[src/tal_pkg.sv]
// constants for the tributary alarm fill and line loopback block
// Function
// per port, per path all-ones substitution
// reset forces all-ones, software then releases
// mux disabled makes fill controls irrelevant
// receive bit 0 fills, 1 passes data
// rx low word bit k is port k+1
// rx high word bits 0-11 ports 17-28
// e3 mode ignores ports 17 to 28
// g747 mode ignores ports 4,8,..,28
// transmit bit 0 fills, 1 passes data
// tx words map like receive words
// g747 mode ignores tx ports 22-28
// 28 ports, independent control each path
// per port line loopback rx to tx
// loopback ignores tx clock and data
// loop bits map one per port, 1 enables
// loop 17-28 idle in e3, reset off
// unused high bits read zero, ignore writes
package tal_pkg;
    localparam int unsigned NPORT = 28;      // tributary port count
    localparam int unsigned NLO   = 16;      // ports in a low word
    localparam int unsigned NHI   = 12;      // ports in a high word
    localparam int unsigned AW    = 12;      // apb address width
    localparam int unsigned DW    = 32;      // apb data width
    // register indices; byte address is four times the index
    localparam logic [AW-1:0] IDX_RX_LO = 12'h040;
    localparam logic [AW-1:0] IDX_RX_HI = 12'h042;
    localparam logic [AW-1:0] IDX_TX_LO = 12'h044;
    localparam logic [AW-1:0] IDX_TX_HI = 12'h046;
    localparam logic [AW-1:0] IDX_CTRL  = 12'h048;
    localparam logic [AW-1:0] IDX_RXST  = 12'h04c;
    localparam logic [AW-1:0] IDX_TXST  = 12'h04e;
    localparam logic [AW-1:0] IDX_LL_LO = 12'h050;
    localparam logic [AW-1:0] IDX_LL_HI = 12'h052;
    // control register field positions
    localparam int unsigned CTRL_MUXOFF = 0; // mux_function_disable
    localparam int unsigned CTRL_E3     = 1; // e3 mode, 16 ports
    localparam int unsigned CTRL_G747   = 2; // g747 mode, 16 of ports 1-21
    localparam int unsigned CTRL_W      = 3; // control width
    // reset values
    localparam logic [NLO-1:0]    RST_LO   = 16'h0000;
    localparam logic [NHI-1:0]    RST_HI   = 12'h000;
    localparam logic [CTRL_W-1:0] RST_CTRL = 3'h0;
    // port counts per mode
    localparam int unsigned E3_PORTS   = 16; // active in e3 mode
    localparam int unsigned G747_PORTS = 21; // highest port in g747 mode
    localparam int unsigned G747_GAP   = 4;  // every fourth port idle
endpackage : tal_pkg

[src/tal_top.sv]
// tributary alarm fill and line loopback with apb register slave
`timescale 1ns/1ps
`default_nettype none
module tal_top (
    input  wire logic                      clk,      // 40 MHz clock
    input  wire logic                      sys_rst,  // sync reset, high
    input  wire logic [tal_pkg::AW-1:0]    paddr,    // apb address
    input  wire logic                      psel,     // apb select
    input  wire logic                      penable,  // apb access phase
    input  wire logic                      pwrite,   // apb write
    input  wire logic [tal_pkg::DW-1:0]    pwdata,   // apb write data
    output logic      [tal_pkg::DW-1:0]    prdata,   // apb read data
    output logic                           pready,   // apb ready
    output logic                           pslverr,  // apb error
    input  wire logic [tal_pkg::NPORT-1:0] demux_rx_data,   // rx bit
    input  wire logic [tal_pkg::NPORT-1:0] demux_rx_strobe, // rx enable
    output logic      [tal_pkg::NPORT-1:0] tributary_rx_data_out,  // rx
    output logic      [tal_pkg::NPORT-1:0] tributary_rx_clock_out, // rx
    input  wire logic [tal_pkg::NPORT-1:0] tributary_tx_data_in,   // tx
    input  wire logic [tal_pkg::NPORT-1:0] tributary_tx_clock_in,  // tx
    output logic      [tal_pkg::NPORT-1:0] mux_tx_data,    // to mux
    output logic      [tal_pkg::NPORT-1:0] mux_tx_strobe   // to mux
);

    // whole block state in one record
    typedef struct packed {
        logic [tal_pkg::NLO-1:0]    rx_lo;   // rx fill, ports 1-16
        logic [tal_pkg::NHI-1:0]    rx_hi;   // rx fill, ports 17-28
        logic [tal_pkg::NLO-1:0]    tx_lo;   // tx fill, ports 1-16
        logic [tal_pkg::NHI-1:0]    tx_hi;   // tx fill, ports 17-28
        logic [tal_pkg::NLO-1:0]    ll_lo;   // loop, ports 1-16
        logic [tal_pkg::NHI-1:0]    ll_hi;   // loop, ports 17-28
        logic [tal_pkg::CTRL_W-1:0] ctrl;    // mode and mux disable
        logic [tal_pkg::DW-1:0]     rdata;   // read data for access
        logic [tal_pkg::NPORT-1:0]  rx_dat;  // rx output data
        logic [tal_pkg::NPORT-1:0]  rx_stb;  // rx output strobe
        logic [tal_pkg::NPORT-1:0]  tx_dat;  // tx output data
        logic [tal_pkg::NPORT-1:0]  tx_stb;  // tx output strobe
        logic [tal_pkg::NPORT-1:0]  rx_fst;  // rx filling now
        logic [tal_pkg::NPORT-1:0]  tx_fst;  // tx filling now
    } tal_state_s;

    tal_state_s st_q;  // registered state
    tal_state_s st_d;  // next state

    // how the block behaves, in short
    //
    // every port has two lanes: a receive lane
    // from the demux to the tributary side, and
    // a transmit lane from the tributary side
    // into the mux
    //
    // each lane is one flop deep; a bit moves
    // only on its own strobe, so the output
    // holds the last bit between strobes
    //
    // fill bits are active low: a zero forces
    // unframed all ones onto the lane, a one
    // lets traffic through
    //
    // reset clears every fill bit, so all
    // lanes carry ones until software writes
    // ones into the fill registers
    //
    // the mux disable bit in the control word
    // turns the fill bits off altogether; the
    // loop bits still apply then
    //
    // the mode bits pick how many ports live:
    //   neither set: all 28 ports
    //   e3 set:      ports 1 to 16
    //   g747 set:    ports 1 to 21, less
    //                every fourth port
    // g747 wins if software sets both bits,
    // so no mix of the two masks can occur
    //
    // an idle port drives ones with no strobe
    // in both lanes, whatever its control bits
    // say; a far end then sees a quiet line
    //
    // line loop takes the raw demux bit and its
    // strobe for the transmit lane; the tx pins
    // of that port are not looked at at all
    //
    // loop data is taken before the rx fill, so
    // a port can fill its rx output and still
    // loop live traffic back toward the mux
    //
    // a tx fill on a looped port still wins
    // and sends ones to the mux
    //
    // hazards and limits
    //
    // the strobes are sampled as plain levels;
    // a strobe held high for many cycles moves
    // a bit on every one of them
    //
    // control writes reach the lanes one edge
    // after the write edge; a bit in flight on
    // that edge still uses the old setting
    //
    // the status words change on the same
    // edge as the lanes, since both register
    // the effective fill vector in one flop
    //
    // register bus
    //
    // the slave never inserts wait states;
    // read data is fetched at the setup edge
    // so the access phase sees a flop output
    //
    // an address outside the map answers with
    // an error and reads zero; a write there
    // changes nothing
    //
    // writes to the status words are dropped
    // without an error, as they hold no state
    //
    // the high words keep twelve bits; the
    // rest read zero and ignore writes
    //
    // trade-off: one flat state record makes
    // reset and next state easy to audit at
    // the cost of a wide always_comb below
    //
    // trade-off: outputs come from flops, so
    // every lane has one cycle of latency but
    // no glitches reach the pins
    //
    // all ports share one clock; the strobes
    // are enables, not clocks, so no domain
    // crossing is needed inside the block
    //

    // ports alive in the chosen mode
    function automatic logic [tal_pkg::NPORT-1:0] active_mask(
        input logic e3,
        input logic g747
    );
        logic [tal_pkg::NPORT-1:0] m;
        m = '1;
        for (int p = 0; p < tal_pkg::NPORT; p++) begin
            if (e3 && (p >= tal_pkg::E3_PORTS)) begin
                m[p] = 1'b0;
            end else if (g747 && (p >= tal_pkg::G747_PORTS)) begin
                m[p] = 1'b0;
            end else if (g747 && (((p + 1) % tal_pkg::G747_GAP) == 0)) begin
                m[p] = 1'b0;
            end
        end
        return m;
    endfunction

    // join the low and high words into one port vector
    function automatic logic [tal_pkg::NPORT-1:0] join_words(
        input logic [tal_pkg::NLO-1:0] lo,
        input logic [tal_pkg::NHI-1:0] hi
    );
        return {hi, lo};
    endfunction

    // decode an apb byte address against a register index
    function automatic logic hit(
        input logic [tal_pkg::AW-1:0] a,
        input logic [tal_pkg::AW-1:0] idx
    );
        return a == {idx[tal_pkg::AW-3:0], 2'b00};
    endfunction

    logic                      act_e3;    // e3 mode selected
    logic                      act_g747;  // g747 mode selected
    logic                      mux_off;   // mux function disabled
    logic [tal_pkg::NPORT-1:0] act;       // active port mask
    logic [tal_pkg::NPORT-1:0] rx_pass;   // rx fill bits, 1 passes
    logic [tal_pkg::NPORT-1:0] tx_pass;   // tx fill bits, 1 passes
    logic [tal_pkg::NPORT-1:0] loop_en;   // line loop bits
    logic [tal_pkg::NPORT-1:0] rx_fill;   // rx all-ones forced
    logic [tal_pkg::NPORT-1:0] tx_fill;   // tx all-ones forced
    logic [tal_pkg::NPORT-1:0] loop_on;   // loop effective
    logic                      mapped;    // address in the map
    logic                      wr_setup;  // write taken this edge
    logic                      rd_setup;  // read prepared this edge

    // mode decode and per-port effective controls
    always_comb begin
        // g747 wins if both mode bits are set
        act_g747 = st_q.ctrl[tal_pkg::CTRL_G747];
        act_e3   = st_q.ctrl[tal_pkg::CTRL_E3] && !act_g747;
        mux_off  = st_q.ctrl[tal_pkg::CTRL_MUXOFF];
        act      = active_mask(act_e3, act_g747);
        rx_pass  = join_words(st_q.rx_lo, st_q.rx_hi);
        tx_pass  = join_words(st_q.tx_lo, st_q.tx_hi);
        loop_en  = join_words(st_q.ll_lo, st_q.ll_hi);
        // fill bits count only with the mux on
        rx_fill  = mux_off ? '0 : (~rx_pass & act);
        tx_fill  = mux_off ? '0 : (~tx_pass & act);
        loop_on  = loop_en & act;
    end

    // apb decode; the slave never stalls
    always_comb begin
        mapped = hit(paddr, tal_pkg::IDX_RX_LO)
              || hit(paddr, tal_pkg::IDX_RX_HI)
              || hit(paddr, tal_pkg::IDX_TX_LO)
              || hit(paddr, tal_pkg::IDX_TX_HI)
              || hit(paddr, tal_pkg::IDX_CTRL)
              || hit(paddr, tal_pkg::IDX_RXST)
              || hit(paddr, tal_pkg::IDX_TXST)
              || hit(paddr, tal_pkg::IDX_LL_LO)
              || hit(paddr, tal_pkg::IDX_LL_HI);
        wr_setup = psel && penable && pwrite && mapped;
        // read data is fetched in setup so the access sees a flop
        rd_setup = psel && !penable && !pwrite;
    end

    assign pready  = 1'b1;                      // no wait states
    assign pslverr = psel && penable && !mapped;
    assign prdata  = st_q.rdata;

    // next state: register writes, read fetch, data paths
    always_comb begin
        st_d = st_q;
        // writes land at the access edge
        if (wr_setup) begin
            if (hit(paddr, tal_pkg::IDX_RX_LO)) begin
                st_d.rx_lo = pwdata[tal_pkg::NLO-1:0];
            end else if (hit(paddr, tal_pkg::IDX_RX_HI)) begin
                st_d.rx_hi = pwdata[tal_pkg::NHI-1:0];
            end else if (hit(paddr, tal_pkg::IDX_TX_LO)) begin
                st_d.tx_lo = pwdata[tal_pkg::NLO-1:0];
            end else if (hit(paddr, tal_pkg::IDX_TX_HI)) begin
                st_d.tx_hi = pwdata[tal_pkg::NHI-1:0];
            end else if (hit(paddr, tal_pkg::IDX_CTRL)) begin
                st_d.ctrl = pwdata[tal_pkg::CTRL_W-1:0];
            end else if (hit(paddr, tal_pkg::IDX_LL_LO)) begin
                st_d.ll_lo = pwdata[tal_pkg::NLO-1:0];
            end else if (hit(paddr, tal_pkg::IDX_LL_HI)) begin
                st_d.ll_hi = pwdata[tal_pkg::NHI-1:0];
            end
        end
        // read mux; unused upper bits read zero
        if (rd_setup) begin
            st_d.rdata = '0;
            if (hit(paddr, tal_pkg::IDX_RX_LO)) begin
                st_d.rdata[tal_pkg::NLO-1:0] = st_q.rx_lo;
            end else if (hit(paddr, tal_pkg::IDX_RX_HI)) begin
                st_d.rdata[tal_pkg::NHI-1:0] = st_q.rx_hi;
            end else if (hit(paddr, tal_pkg::IDX_TX_LO)) begin
                st_d.rdata[tal_pkg::NLO-1:0] = st_q.tx_lo;
            end else if (hit(paddr, tal_pkg::IDX_TX_HI)) begin
                st_d.rdata[tal_pkg::NHI-1:0] = st_q.tx_hi;
            end else if (hit(paddr, tal_pkg::IDX_CTRL)) begin
                st_d.rdata[tal_pkg::CTRL_W-1:0] = st_q.ctrl;
            end else if (hit(paddr, tal_pkg::IDX_RXST)) begin
                st_d.rdata[tal_pkg::NPORT-1:0] = st_q.rx_fst;
            end else if (hit(paddr, tal_pkg::IDX_TXST)) begin
                st_d.rdata[tal_pkg::NPORT-1:0] = st_q.tx_fst;
            end else if (hit(paddr, tal_pkg::IDX_LL_LO)) begin
                st_d.rdata[tal_pkg::NLO-1:0] = st_q.ll_lo;
            end else if (hit(paddr, tal_pkg::IDX_LL_HI)) begin
                st_d.rdata[tal_pkg::NHI-1:0] = st_q.ll_hi;
            end
        end
        // live fill state for software to read back
        st_d.rx_fst = rx_fill;
        st_d.tx_fst = tx_fill;
        // one independent lane per port in each path
        for (int p = 0; p < tal_pkg::NPORT; p++) begin
            // receive lane: strobe follows the demux
            st_d.rx_stb[p] = demux_rx_strobe[p] && act[p];
            if (!act[p]) begin
                // idle ports rest at ones, bits ignored
                st_d.rx_dat[p] = 1'b1;
            end else if (rx_fill[p]) begin
                // unframed all ones, every bit time
                st_d.rx_dat[p] = 1'b1;
            end else if (demux_rx_strobe[p]) begin
                st_d.rx_dat[p] = demux_rx_data[p];
            end
            // transmit lane: loop takes rx data and timing
            if (!act[p]) begin
                st_d.tx_stb[p] = 1'b0;
                st_d.tx_dat[p] = 1'b1;
            end else if (loop_on[p]) begin
                // tx pins ignored; raw demux data loops back
                st_d.tx_stb[p] = demux_rx_strobe[p];
                if (tx_fill[p]) begin
                    st_d.tx_dat[p] = 1'b1;
                end else if (demux_rx_strobe[p]) begin
                    st_d.tx_dat[p] = demux_rx_data[p];
                end
            end else begin
                st_d.tx_stb[p] = tributary_tx_clock_in[p];
                if (tx_fill[p]) begin
                    st_d.tx_dat[p] = 1'b1;
                end else if (tributary_tx_clock_in[p]) begin
                    st_d.tx_dat[p] = tributary_tx_data_in[p];
                end
            end
        end
    end

    // state register; reset leaves every port filling
    always_ff @(posedge clk) begin
        if (sys_rst) begin
            st_q.rx_lo  <= tal_pkg::RST_LO;
            st_q.rx_hi  <= tal_pkg::RST_HI;
            st_q.tx_lo  <= tal_pkg::RST_LO;
            st_q.tx_hi  <= tal_pkg::RST_HI;
            st_q.ll_lo  <= tal_pkg::RST_LO;
            st_q.ll_hi  <= tal_pkg::RST_HI;
            st_q.ctrl   <= tal_pkg::RST_CTRL;
            st_q.rdata  <= '0;
            st_q.rx_dat <= '1;
            st_q.rx_stb <= '0;
            st_q.tx_dat <= '1;
            st_q.tx_stb <= '0;
            st_q.rx_fst <= '1;
            st_q.tx_fst <= '1;
        end else begin
            st_q <= st_d;
        end
    end

    // outputs straight from flops
    assign tributary_rx_data_out  = st_q.rx_dat;
    assign tributary_rx_clock_out = st_q.rx_stb;
    assign mux_tx_data            = st_q.tx_dat;
    assign mux_tx_strobe          = st_q.tx_stb;

endmodule : tal_top
`default_nettype wire

[config.mk]
export PLATFORM = sky130hd
export DESIGN_NAME = tal_top
export DESIGN_NICKNAME = d
export VERILOG_FILES = /design/src/tal_pkg.sv /design/src/tal_top.sv
export SDC_FILE = /design/constraint.sdc
export NUM_CORES = 1
export LEC_CHECK = 0
export BUFFER_PORTS_ARGS = -buffer_cell sky130_fd_sc_hd__buf_4
export CAP_MARGIN = 20
export CORE_UTILIZATION = 48
export DETAILED_ROUTE_END_ITERATION = 16
export GPL_TIMING_DRIVEN = 0
export PLACE_DENSITY = 0.88
export SLEW_MARGIN = 20
export SYNTH_ARGS = -nofsm -noshare
export SYNTH_HDL_FRONTEND = slang
export SYNTH_SLANG_ARGS = --single-unit
[constraint.sdc]
create_clock -name clk -period 1.95 [get_ports clk]
set_clock_uncertainty 0.2 [all_clocks]
set_input_delay 0.195 -clock clk [delete_from_list [all_inputs] [get_ports clk]]
set_output_delay 0.195 -clock clk [all_outputs]
set_load 0.01 [all_outputs]
==> metrics <==
Worst R2R Path Depth 5; ratio of cells with drive above 1 in the final layout 0.2952; CP Cell Sequence buf_4 > clkbuf_1 > clkbuf_1 > clkbuf_1 > a21oi_1; Max Freq approximately 0.50 GHz; CP delay by family, top buffers and inverters; Tmin final 2.015 ns; Post-synth EDFFs 0; initial antenna violation count 0; CTS tree built; CP Launch Type input pin; first-pass GRT wire length ~68,000 um; H-tree depth 1; outcome finished, violations left; reg2reg start mux_off; most common cell after layout, fill and taps aside buf_4; post-route core utilization 0.7067; drt via density 5.608; clk_lat worst skew roughly 0.56 ns; Longest Clk Path Bufs 3; Hold Path Cell Cnt 5; CP max FO 10; most used cell, CP clkbuf_1; Synth cell types 54; Async S/R FF share, synth 0; ANT cells 0; #FFs+latches synth roughly 280; WHS Endpoint prdata[14]; Die Width approximately 160 um; Power Total 12.91 mW; Ports 307; Final Setup Violations 18; crit share post-route 1.034; kind of critical path in2reg; pin count of the biggest net entering global routing 15; PwrDens 742.3 nW/um2; Starting Density 0.4941; CTS Root Cell clkbuf_16; total global-route track usage 0.3329; Routed WL ~44,000 um; required time worst endpoint 2.16 ns; Inserted Clock Buffers 29; CP Buf/Inv Count 4; GRT overflow 0; HP Class in2reg; max_cap viols 0; # clock sinks between 200 and 300; Via Count between 10k and 15k; Post-synth top flop dfxtp_1; area grow syn2layout 43.03%; worst setup margin -0.06537 ns; Max Slew Vio Count 0; Synth Instances roughly 1.4k; die height 161.2 um; Starting DRT DRC Count between 1k and 1.5k; adder-cell share of the synthesized area 0; slowest CP cell clkbuf_1; critical path's largest stage delay 0.66 ns; Leak between 7 and 8 nW; failing checks negative setup slack; Filler cells between 1.5k and 2k; arrival time of the worst setup path around 2.2 ns; register area share after synthesis 0.4660; gpl congestion roughly 0.97; Storage cell area 5668 um2; area of the multi-input gates roughly 5200 um2; simple-gate share of the synthesized area 0.1646; Rel. slew slack 0.4661; First-pass DRT Iterations 6; RSZ-0062 raised after global routing yes; Routed wire per std cell just over 20 um; Final Non-Filler Cells between 2k and 2.5k; Core Area about 25,000 um2; CP Capture Type flip-flop; min-delay src pwrite; fraction of synthesized area in multiplexers 0.06175; CTS clk-pin slew, worst paths ~0.060 ns; largest family of logic cells by synthesized area compound AO/OA/AOI/OAI gates; vias in the first global route between 10k and 15k; peak supply drop roughly 0.56 mV; Die Area 25,970 um2; placed cell count 1,975; Hold Vio Cnt, Final 0; reg2reg end mux_tx_data[6]; row count 57; most frequent cells in the layout buf_4 (436), dfxtp_1 (281), nand2_1 (177), dlygate4sd3_1 (149), a21oi_1 (119); Post-DP HPWL ~29,000 um; Port Buffers 285; share of the synthesized area in compound gates (AO/OA/AOI/OAI) 0.1879; crit path launch sys_rst; Synth Area in XOR/XNOR 0.0007204; DRT antenna net count 0; Final Net Count between 1.5k and 2k; Cell Area, Synth about 12,000 um2; synth warn 0; Mean Syn Cell Area about 8.9 um2; R2R Setup Slk approximately 0.070 ns; drt drc 0; actual slew at the worst max-slew pin 0.8008 ns
==> cell usage after synthesis, drive strengths merged, types with 16 or more instances <==
master	n	area share
a21oi	119	0.049
and2	28	0.014
buf	163	0.097
clkbuf	64	0.020
dfxtp	283	0.47
mux2i	75	0.062
nand2	179	0.055
nand3	16	0.0066
nor2	94	0.029
nor2b	50	0.026
o211ai	16	0.0099
o21ai	31	0.013
o21bai	56	0.035
==> worst register-to-register path, stage by stage (launching register included) <==
cell,delay [ns]
dfxtp_1,0.32
clkbuf_4,0.24
clkbuf_1,0.56
o21bai_1,0.23
a21oi_1,0.18
nand2_1,0.07
==> what timing repair did <==
action / CTS / global route
gates resized for setup: 32 / 35
cloned: 0 / 0
endpoints found under the hold margin: 203 / 0
hold buffers: 149 / 0
pin swaps: 2 / 2
buffers inserted: 3 / 0
endpoints found under the setup margin: 123 / 74
==> layout make-up <==
| class | count | area share |
|---|---|---|
| Sequential cell | 283 | 0.3259 |
| Multi-Input combinational cell | 851 | 0.2974 |
| Timing Repair Buffer | 437 | 0.2101 |
| Buffer | 225 | 0.08649 |
| Clock buffer | 41 | 0.04778 |
| Tap cell | 324 | 0.02331 |
| Clock inverter | 11 | 0.007915 |
| Inverter | 5 | 0.001079 |
==> logic make-up after synthesis <==
| kind of cell | count (synthesis) |
|---|---|
| and+or+nand+nor | 424 |
| AOI/OAI and AO/OA | 346 |
| DFF | 283 |
| buffers and inverters | 232 |
| muxes | 75 |
| other | 2 |
| xor gates and xnor gates | 1 |
==> state kept, by name, indices dropped and copies added (netlist names) <==
signal	count
mux_off	1
mux_tx_strobe	28
act_g747	1
prdata	28
tributary_rx_clock_out	28
st_q	85
mux_tx_data	28
loop_en	28
tributary_rx_data_out	28
rx_pass	28
==> layer usage <==
layer  track usage  share of wire
met5             0              0
met3       0.05855          0.093
met4        0.1569          0.047
met1        0.3889           0.36
met2        0.5893           0.50
==> report_power, final <==
part / switching (mW) / internal, mW
Clock: 2.33 / 3.35
Combinational: 0.623 / 0.722
Sequential: 0.0272 / 5.86
==> stage by stage <==
step	cell area, um2	setup slack, ns	setup TNS (ns)	hold WS [ns]
after floorplan	12230	-0.04241	-0.6529	0.1001
after global placement	14780	-0.8233	-82.53	0.1893
after detailed placement	14780	-0.8296	-85.52	0.1892
after CTS	17330	-0.0009961	-0.0009961	0.01399
after global routing	17390	-0.08148	-0.08148	0.07129
final	17390	-0.06537	-0.3033	0.04216
==> worst max-delay path by stage <==
| stage | end | cells past startpoint |
|---|---|---|
| 3_5_place_dp | prdata[13] | 6 |
| 2_1_floorplan | rx_pass[10] | 7 |
| 4_1_cts | mux_tx_data[24] | 6 |
| 3_3_place_gp | prdata[1] | 6 |
| 6_report | loop_en[7] | 5 |
| 5_1_grt | pslverr | 7 |
(Power assumes the default switching activity.)
